$ cat config.mk
export PLATFORM = sky130hd
export DESIGN_NAME = bptx_parallel_if
export DESIGN_NICKNAME = d
export VERILOG_FILES = /design/src/hw/bptx_serializer.v /design/src/hw/bptx_parallel_if.v
export VERILOG_INCLUDE_DIRS = /design/src /design/src/hw
export SDC_FILE = /design/constraint.sdc
export NUM_CORES = 1
export LEC_CHECK = 0
export ABC_AREA = 1
export ABC_CLOCK_PERIOD_IN_PS = 6950
export CAP_MARGIN = 30
export CORE_UTILIZATION = 25
export DETAILED_ROUTE_END_ITERATION = 10
export DONT_BUFFER_PORTS = 1
export SYNTH_ARGS = -nofsm -noshare
export SYNTH_HDL_FRONTEND = slang
export SYNTH_SLANG_ARGS = --single-unit
$ cat constraint.sdc
create_clock -name clk_sys -period 6.95 [get_ports clk_sys]
set_input_delay 1.39 -clock clk_sys [delete_from_list [all_inputs] [get_ports clk_sys]]
set_output_delay 1.39 -clock clk_sys [all_outputs]
set_load 0.02 [all_outputs]
$ cat src/hw/bptx_map.vh
// constants, register map and link encodings of the backplane transmit port
`ifndef BPTX_MAP_VH
`define BPTX_MAP_VH

// serial word geometry
`define BPTX_DATA_BITS      32
`define BPTX_KIND_BITS      2
`define BPTX_WORD_BITS      34
`define BPTX_CELL_WORDS     16

// word kinds carried in the overhead bits
`define BPTX_KIND_IDLE      2'h0
`define BPTX_KIND_DATA      2'h1
`define BPTX_KIND_START     2'h2
`define BPTX_KIND_END       2'h3

// idle word body; low three bits carry link control
`define BPTX_IDLE_WORD      32'hBC5A_0F30
`define BPTX_IDLE_HI        31
`define BPTX_IDLE_LO        3
`define BPTX_IDLE_BP        0
`define BPTX_IDLE_ACK       1
`define BPTX_IDLE_NAK       2

// register byte addresses
`define BPTX_ADDR_W         4
`define BPTX_REG_CTRL       4'h0
`define BPTX_REG_STATUS     4'h4
`define BPTX_REG_MASK       4'h8
`define BPTX_REG_STATE      4'hC

// control fields
`define BPTX_CTRL_BYPASS    0
`define BPTX_CTRL_CELL      1
`define BPTX_CTRL_MODE1     2
`define BPTX_CTRL_RESET     3'h0

// status and mask fields
`define BPTX_EV_W           4
`define BPTX_EV_CELLERR     0
`define BPTX_EV_REREAD      1
`define BPTX_EV_DELIVERED   2
`define BPTX_EV_ALIGNED     3
`define BPTX_EV_RESET       4'h0

`endif

$ cat src/hw/bptx_serializer.v
// shifts a 34-bit link word out msb first, one bit per clock
`timescale 1ns/1ps
`include "bptx_map.vh"
module bptx_serializer #(
	parameter WORD_BITS = `BPTX_WORD_BITS
)(
	input  wire                 clk_sys,
	input  wire                 rstn,
	input  wire                 load,
	input  wire [WORD_BITS-1:0] word,
	output reg                  serialOut
);

reg [WORD_BITS-1:0] shiftReg;

always @(posedge clk_sys or negedge rstn)
begin
	if (!rstn)
	begin
		shiftReg  <= {WORD_BITS{1'b0}};
		serialOut <= 1'b0;
	end
	else if (load)
	begin
		shiftReg  <= {word[WORD_BITS-2:0], 1'b0};
		serialOut <= word[WORD_BITS-1];
	end
	else
	begin
		shiftReg  <= {shiftReg[WORD_BITS-2:0], 1'b0};
		serialOut <= shiftReg[WORD_BITS-1];
	end
end

endmodule // bptx_serializer

$ cat src/hw/bptx_parallel_if.v
// transmit parallel port, link framing and receive deframing
// Functional notes
// - each accepted 32-bit word goes out as one 34-bit serial word
// - each received 34-bit serial word becomes a 32-bit word plus kind
// - without bypass the two kind inputs give the word type
// - load-enable high captures data and kind at the next word tick; the code captures only while read-enable is high
// - load-enable low ignores inputs and sends idle words
// - downstream-ready low sends back-pressure in idle words
// - cell mode with downstream-ready high recovers cells from the stream
// - packet mode without bypass raises retransmit-pending at packet start
// - retransmit-pending falls when delivery is acknowledged
// - without bypass reread-from-marker rises on a retransmit request
// - alignment flag low while mode bit 1 high and link aligned
// - after alignment the flag pulses high one word on cell clock error
// - read-enable high while ready to take words from the inputs
// - received back-pressure forces read-enable low
//
// Local design decisions: the register offsets and the address-and-strobe port.
`timescale 1ns/1ps
`include "bptx_map.vh"
module bptx_parallel_if #(
	parameter WORD_BITS  = `BPTX_WORD_BITS,
	parameter CELL_WORDS = `BPTX_CELL_WORDS
)(
	input  wire                         clk_sys,
	input  wire                         resetn,
	input  wire [`BPTX_DATA_BITS-1:0]   tx_word_in,
	input  wire [`BPTX_KIND_BITS-1:0]   tx_word_kind,
	input  wire                         tx_load_enable,
	input  wire                         downstream_ready,
	input  wire                         cellClockIn,
	input  wire                         rxSerialIn,
	input  wire [`BPTX_ADDR_W-1:0]      regAddr,
	input  wire [31:0]                  regWrData,
	input  wire                         regWrite,
	input  wire                         regRead,
	output reg  [31:0]                  regRdData,
	output reg                          irq,
	output wire                         txSerialOut,
	output reg                          fifoReadEnable,
	output reg                          retx_pending_or_cell_tick,
	output reg                          reread_from_marker,
	output reg                          tx_alignment_flag,
	output reg  [`BPTX_DATA_BITS-1:0]   rxWordOut,
	output reg  [`BPTX_KIND_BITS-1:0]   rxWordKind,
	output reg                          rxWordValid
);

localparam CNT_W = 6;
localparam CELL_W = 8;
localparam [`BPTX_DATA_BITS-1:0] IDLE_WORD = `BPTX_IDLE_WORD;
localparam [CNT_W-1:0]           ERR_LEN   = WORD_BITS;

function [CNT_W-1:0] incWrap;
	input [CNT_W-1:0] value;
	begin
		incWrap = (value == WORD_BITS - 1) ? {CNT_W{1'b0}} : value + 1'b1;
	end
endfunction

// reset release and pin synchronisers
reg [1:0]  rstPipe;
reg [1:0]  loadSync;
reg [1:0]  readySync;
reg [1:0]  cellSync;
reg [1:0]  rxSync;
reg [31:0] dataMeta;
reg [31:0] dataSync;
reg [1:0]  kindMeta;
reg [1:0]  kindSync;
reg        cellPrev;
wire       rstn = rstPipe[1];

always @(posedge clk_sys or negedge resetn)
begin
	if (!resetn)
		rstPipe <= 2'h0;
	else
		rstPipe <= {rstPipe[0], 1'b1};
end

always @(posedge clk_sys or negedge rstn)
begin
	if (!rstn)
	begin
		loadSync  <= 2'h0;
		readySync <= 2'h0;
		cellSync  <= 2'h0;
		rxSync    <= 2'h0;
		dataMeta  <= 32'h0000_0000;
		dataSync  <= 32'h0000_0000;
		kindMeta  <= 2'h0;
		kindSync  <= 2'h0;
		cellPrev  <= 1'b0;
	end
	else
	begin
		loadSync  <= {loadSync[0], tx_load_enable};
		readySync <= {readySync[0], downstream_ready};
		cellSync  <= {cellSync[0], cellClockIn};
		rxSync    <= {rxSync[0], rxSerialIn};
		dataMeta  <= tx_word_in;
		dataSync  <= dataMeta;
		kindMeta  <= tx_word_kind;
		kindSync  <= kindMeta;
		cellPrev  <= cellSync[1];
	end
end

// registers
reg  [2:0]             ctrl;
reg  [`BPTX_EV_W-1:0]  status;
reg  [`BPTX_EV_W-1:0]  mask;
wire                   bypass   = ctrl[`BPTX_CTRL_BYPASS];
wire                   cellMode = ctrl[`BPTX_CTRL_CELL];
wire                   modeBit1 = ctrl[`BPTX_CTRL_MODE1];

// word clock enable
reg  [CNT_W-1:0] bitCount;
wire             wordTick = (bitCount == WORD_BITS - 1);

always @(posedge clk_sys or negedge rstn)
begin
	if (!rstn)
		bitCount <= {CNT_W{1'b0}};
	else
		bitCount <= incWrap(bitCount);
end

// receive deframer
reg  [WORD_BITS-1:0] rxShift;
reg  [CNT_W-1:0]     rxCount;
reg                  rxAligned;
reg                  rxBackPressure;
wire [1:0]           rxKindNow = rxShift[WORD_BITS-1:WORD_BITS-2];
wire                 idleMatch = (rxKindNow == `BPTX_KIND_IDLE) &&
	(rxShift[`BPTX_IDLE_HI:`BPTX_IDLE_LO] ==
	 IDLE_WORD[`BPTX_IDLE_HI:`BPTX_IDLE_LO]);
wire                 wordDone = rxAligned && (rxCount == WORD_BITS - 1);
wire                 rxIdle   = wordDone && idleMatch;
wire                 rxAck    = rxIdle && rxShift[`BPTX_IDLE_ACK];
wire                 rxNak    = rxIdle && rxShift[`BPTX_IDLE_NAK];
wire                 rxStart  = wordDone && (rxKindNow == `BPTX_KIND_START);
wire                 gainAlign = !rxAligned && idleMatch;

always @(posedge clk_sys or negedge rstn)
begin
	if (!rstn)
	begin
		rxShift        <= {WORD_BITS{1'b0}};
		rxCount        <= {CNT_W{1'b0}};
		rxAligned      <= 1'b0;
		rxBackPressure <= 1'b0;
		rxWordOut      <= 32'h0000_0000;
		rxWordKind     <= 2'h0;
		rxWordValid    <= 1'b0;
	end
	else
	begin
		rxShift     <= {rxShift[WORD_BITS-2:0], rxSync[1]};
		rxWordValid <= 1'b0;
		if (gainAlign)
		begin
			rxAligned <= 1'b1;
			rxCount   <= {CNT_W{1'b0}};
		end
		else if (rxAligned)
			rxCount <= incWrap(rxCount);
		if (wordDone)
		begin
			rxWordOut   <= rxShift[`BPTX_DATA_BITS-1:0];
			rxWordKind  <= rxKindNow;
			rxWordValid <= bypass || !idleMatch;
			if (rxKindNow == `BPTX_KIND_IDLE && !idleMatch && !bypass)
				rxAligned <= 1'b0;
			if (idleMatch)
				rxBackPressure <= rxShift[`BPTX_IDLE_BP];
		end
	end
end

// transmit word build
wire        loadNow = wordTick && loadSync[1] && fifoReadEnable;
wire [31:0] idleBody = {IDLE_WORD[`BPTX_IDLE_HI:`BPTX_IDLE_BP+1],
	!readySync[1]};
wire [WORD_BITS-1:0] txWord = loadNow ?
	{kindSync, dataSync} :
	{`BPTX_KIND_IDLE, idleBody};

bptx_serializer #(
	.WORD_BITS (WORD_BITS)
) u_serializer (
	.clk_sys   (clk_sys),
	.rstn      (rstn),
	.load      (wordTick),
	.word      (txWord),
	.serialOut (txSerialOut)
);

// cell timing
reg  [CELL_W-1:0] cellCount;
reg               cellTickPulse;
reg  [CNT_W-1:0]  errLeft;
wire              extEdge = cellSync[1] && !cellPrev;
wire              resync = cellMode &&
	(readySync[1] ? rxStart : extEdge);
wire              cellErr = resync && rxAligned &&
	(cellCount != {CELL_W{1'b0}});

always @(posedge clk_sys or negedge rstn)
begin
	if (!rstn)
	begin
		cellCount     <= {CELL_W{1'b0}};
		cellTickPulse <= 1'b0;
		errLeft       <= {CNT_W{1'b0}};
	end
	else
	begin
		cellTickPulse <= 1'b0;
		if (resync)
			cellCount <= {CELL_W{1'b0}};
		else if (wordTick)
		begin
			cellTickPulse <= (cellCount == {CELL_W{1'b0}});
			if (cellCount == CELL_WORDS - 1)
				cellCount <= {CELL_W{1'b0}};
			else
				cellCount <= cellCount + 1'b1;
		end
		if (cellErr)
			errLeft <= ERR_LEN;
		else if (errLeft != {CNT_W{1'b0}})
			errLeft <= errLeft - 1'b1;
	end
end

// port card handshake outputs
reg retxPending;

always @(posedge clk_sys or negedge rstn)
begin
	if (!rstn)
	begin
		retxPending               <= 1'b0;
		fifoReadEnable            <= 1'b0;
		retx_pending_or_cell_tick <= 1'b0;
		reread_from_marker        <= 1'b0;
		tx_alignment_flag         <= 1'b1;
	end
	else
	begin
		if (loadNow && !bypass && !cellMode &&
			kindSync == `BPTX_KIND_START)
			retxPending <= 1'b1;
		else if (rxAck)
			retxPending <= 1'b0;
		fifoReadEnable <= !rxBackPressure;
		retx_pending_or_cell_tick <= cellMode ?
			cellTickPulse : retxPending;
		reread_from_marker <= rxNak && !bypass;
		tx_alignment_flag <= (errLeft != {CNT_W{1'b0}}) ||
			!(modeBit1 && rxAligned);
	end
end

// register file and interrupt
wire [`BPTX_EV_W-1:0] events;
wire [`BPTX_EV_W-1:0] clearBits;
wire [`BPTX_EV_W-1:0] nextStatus;

assign events[`BPTX_EV_CELLERR]   = cellErr;
assign events[`BPTX_EV_REREAD]    = rxNak && !bypass;
assign events[`BPTX_EV_DELIVERED] = rxAck && retxPending;
assign events[`BPTX_EV_ALIGNED]   = gainAlign;
assign clearBits = (regWrite && regAddr == `BPTX_REG_STATUS) ?
	regWrData[`BPTX_EV_W-1:0] : {`BPTX_EV_W{1'b0}};
assign nextStatus = (status & ~clearBits) | events;

always @(posedge clk_sys or negedge rstn)
begin
	if (!rstn)
	begin
		ctrl      <= `BPTX_CTRL_RESET;
		status    <= `BPTX_EV_RESET;
		mask      <= `BPTX_EV_RESET;
		regRdData <= 32'h0000_0000;
		irq       <= 1'b0;
	end
	else
	begin
		status <= nextStatus;
		irq    <= |(nextStatus & mask);
		if (regWrite && regAddr == `BPTX_REG_CTRL)
			ctrl <= regWrData[2:0];
		if (regWrite && regAddr == `BPTX_REG_MASK)
			mask <= regWrData[`BPTX_EV_W-1:0];
		regRdData <= 32'h0000_0000;
		if (regRead)
		begin
			case (regAddr)
			`BPTX_REG_CTRL:
				regRdData <= {29'h0, ctrl};
			`BPTX_REG_STATUS:
				regRdData <= {28'h0, status};
			`BPTX_REG_MASK:
				regRdData <= {28'h0, mask};
			`BPTX_REG_STATE:
				regRdData <= {28'h0, rxBackPressure, retxPending,
					fifoReadEnable, rxAligned};
			default:
				regRdData <= 32'h0000_0000;
			endcase
		end
	end
end

endmodule // bptx_parallel_if

==> metrics <==
status finished clean; CTS resizes 0; Slew Limit Fails 0; Worst EP arrival roughly 1.1 ns; Post-CTS Repair Setup Buffers 0; final wirelength between 15000 and 20000 um; Worst Setup Start Kind flop; total CTS buffers 26; #FFs+latches synth approximately 230; power per cell area between 300 and 400 nW/um2; Slew HR between 40 and 50%; largest net degree at the start of global routing 69; ys flop type dfrtp_1; area of the mapped netlist between 8000 and 9000 um2; Worst Tran Pin Value approximately 0.86 ns; critical path depth 0; DRT Pass-1 Iters 4; GP Congestion between 0.7 and 0.8; worst slack at placement about 4.2 ns; DIE HEIGHT 183 um; Crit Path Max Fanout 1; Clock Skews 0.0142 ns; Synth Area in Compound Gates approximately 8%; first-pass GRT wire length ~26000 um; H-tree Lvls 1; CP endpoint kind output pin; period utilization between 30% and 40%; share of layout cells above drive strength 1 8.10%; Tot GR Track Use ~9.7%; Hold Path Class flop to flop; Vias per Instance approximately 4; DRT iter0 DRCs around 320; Setup TNS Final 0 ns; critical path class flop to output pin; nets 797; post-cts hold buffer count 0; Data required, critical path about 5.6 ns; Die Width 183 um; register area roughly 5800 um2; Cell Rows 65; Synth Area in Adders under 10%; vias around 4600; mux share of post-synthesis cell area 0%; Netlist cell types 37; top cell type's share of synthesized area slightly above 70%; simple-gate area share of the yosys netlist 12.3%; post-synthesis xor/xnor area fraction less than 1%; Ports around 150; FMAX between 0.4 and 0.5 GHz; dpl hpwl around 11000 um; multi-input logic area 1920 um2; worst hold path depth 0; final non-filler cell total about 1200; Remaining DRCs 0; Post-Synthesis Cells 694; Worst R2R Path Depth 10; Worst Setup Slack, final ~4.5 ns; remaining antenna violation count 0; maxcap violations 0; Starting Density 25.7%; Clock Pin Slew Worst Setup and Hold Paths 0.06 ns; warnings from Yosys 0; # setup viols final 0; combinational family with the most area after synthesis simple AND/OR/NAND/NOR gates; Clock Sinks approximately 230; leakage power roughly 4.6 nW; dpl cells between 1000 and 1500; number of port buffers 0; Clock Latency Late Sink between 0.5 and 0.6 ns; Peak VDD IR 0.000191 V; clock root cell clkbuf_16; grt ovf 0; asr flop ratio synth 100%; CTS tree built; routed len/inst 13.7 um; Longest Clk Path Bufs 3; core area roughly 32000 um2; Yosys top cell by area dfrtp_1; mean post-synth cell area 11.8 um2; sequential fraction of the synthesis area a little under three quarters; clock period minus worst slack around 2.5 ns; number of global-route vias before repair 4749; Tot Pwr ~3.0 mW; Filler Cell Count approximately 3300; # diodes 0; RSZ-0062 raised after global routing no; EDFF count, synth 0; initial antenna violation count 0; area grow syn2layout 15.9%; die footprint ~33000 um2; synth top area cells dfrtp_1 (71%), nand2_1 (6.6%), inv_1 (3.2%); final hold violations 0
-- flip-flops by register name, summed over array words and instances (netlist names), 2 cells and up --
| register | cells |
|---|---|
| bitCount | 6 |
| cellCount | 8 |
| cellSync | 2 |
| ctrl | 3 |
| dataMeta | 32 |
| dataSync | 32 |
| errLeft | 6 |
| kindMeta | 2 |
| kindSync | 2 |
| loadSync | 2 |
| mask | 4 |
| readySync | 2 |
| regRdData | 4 |
| rstPipe | 2 |
| rxCount | 6 |
| rxShift | 34 |
| rxSync | 2 |
| rxWordKind | 2 |
| rxWordOut | 32 |
| status | 4 |
| u_serializer.shiftReg | 33 |
-- path summary, 6_finish.rpt --
check | slack (ns) | endpoint | start
setup reg to reg | 4.48 | retxPending | rxCount[1]
setup / recovery | 4.46 | tx_alignment_flag | tx_alignment_flag
hold reg to reg | 0.34 | dataSync[26] | dataMeta[26]
min in group asynchronous | 0.40 | rxShift[0] | rstPipe[1]
hold / removal | 0.34 | dataSync[26] | dataMeta[26]
max in group asynchronous | 5.21 | rxShift[6] | rstPipe[1]
-- final cells by class --
class                      instances  area share (%)
clock inverter                     9            1.67
inverter                          73            2.89
sequential                       232            61.2
tap                              435            5.74
multi-input combinational        374            20.2
timing repair buffer               5           0.396
clock buffer                      35            7.86
-- kinds of logic after synthesis --
group,Yosys count
adders and majority gates,7
other,2
AOI/OAI and AO/OA,96
DFF,232
xor gates and xnor gates,9
and+or+nand+nor,233
buffers and inverters,115
-- per-layer routing --
metal  GRT usage, %  routed length (um)  part of all wire [%]
met1           13.4                7340                    46
met3           2.34                 977                   6.1
met2           15.0                7290                    46
met4           3.37                 299                   1.9
met5              0                   0                     0
-- power by group --
group | internal (mW) | leakage (nW) | switching (mW) | total (mW)
Clock | 0.899 | 0.440 | 0.532 | 1.43
Combinational | 0.0468 | 1.23 | 0.103 | 0.150
Sequential | 1.42 | 2.88 | 0.0489 | 1.47
-- through the flow --
stage	cell area (um2)	util (%)	hold WS (ns)
finish	9490	29.8	0.340
global route	9490	29.8	0.352
CTS	9490	29.8	0.345
detailed placement	8580	26.9	0.335
global placement	8580	26.9	0.332
floorplan	8290	-	0.331
-- layout by cell type, fill, tap and decap left out, types with 5 or more instances in the layout --
cell type	count
nand3_1	19
clkbuf_16	27
dfrtp_1	230
nand2_1	143
inv_1	69
buf_4	5
xor2_1	8
o22ai_1	5
nor2_1	40
a22o_1	17
nor3_1	6
o22a_1	15
o21ai_0	40
a21oi_1	10
ha_1	7
nand4_1	14
conb_1	29
-- worst reg2reg max path: cells and delay by family, from the launching register on --
| kind | cells | cell delay [ns] |
|---|---|---|
| flops | 1 | 0.39 |
| compound gates | 1 | 0.08 |
| simple gates | 5 | 0.70 |
| fa+ha+maj | 1 | 0.16 |
| buf+inv | 3 | 1.04 |
-- cells in the mapped netlist, types with 8 or more instances --
master	instances
dfrtp_1	231
nand2_1	143
inv_1	69
nor2_1	40
o21ai_0	40
buf_4	30
nand3_1	19
a22o_1	17
o22a_1	15
nand4_1	14
a21oi_1	10
buf_2	10
xor2_1	8
Note: power is estimated with default switching activity, not from simulation.
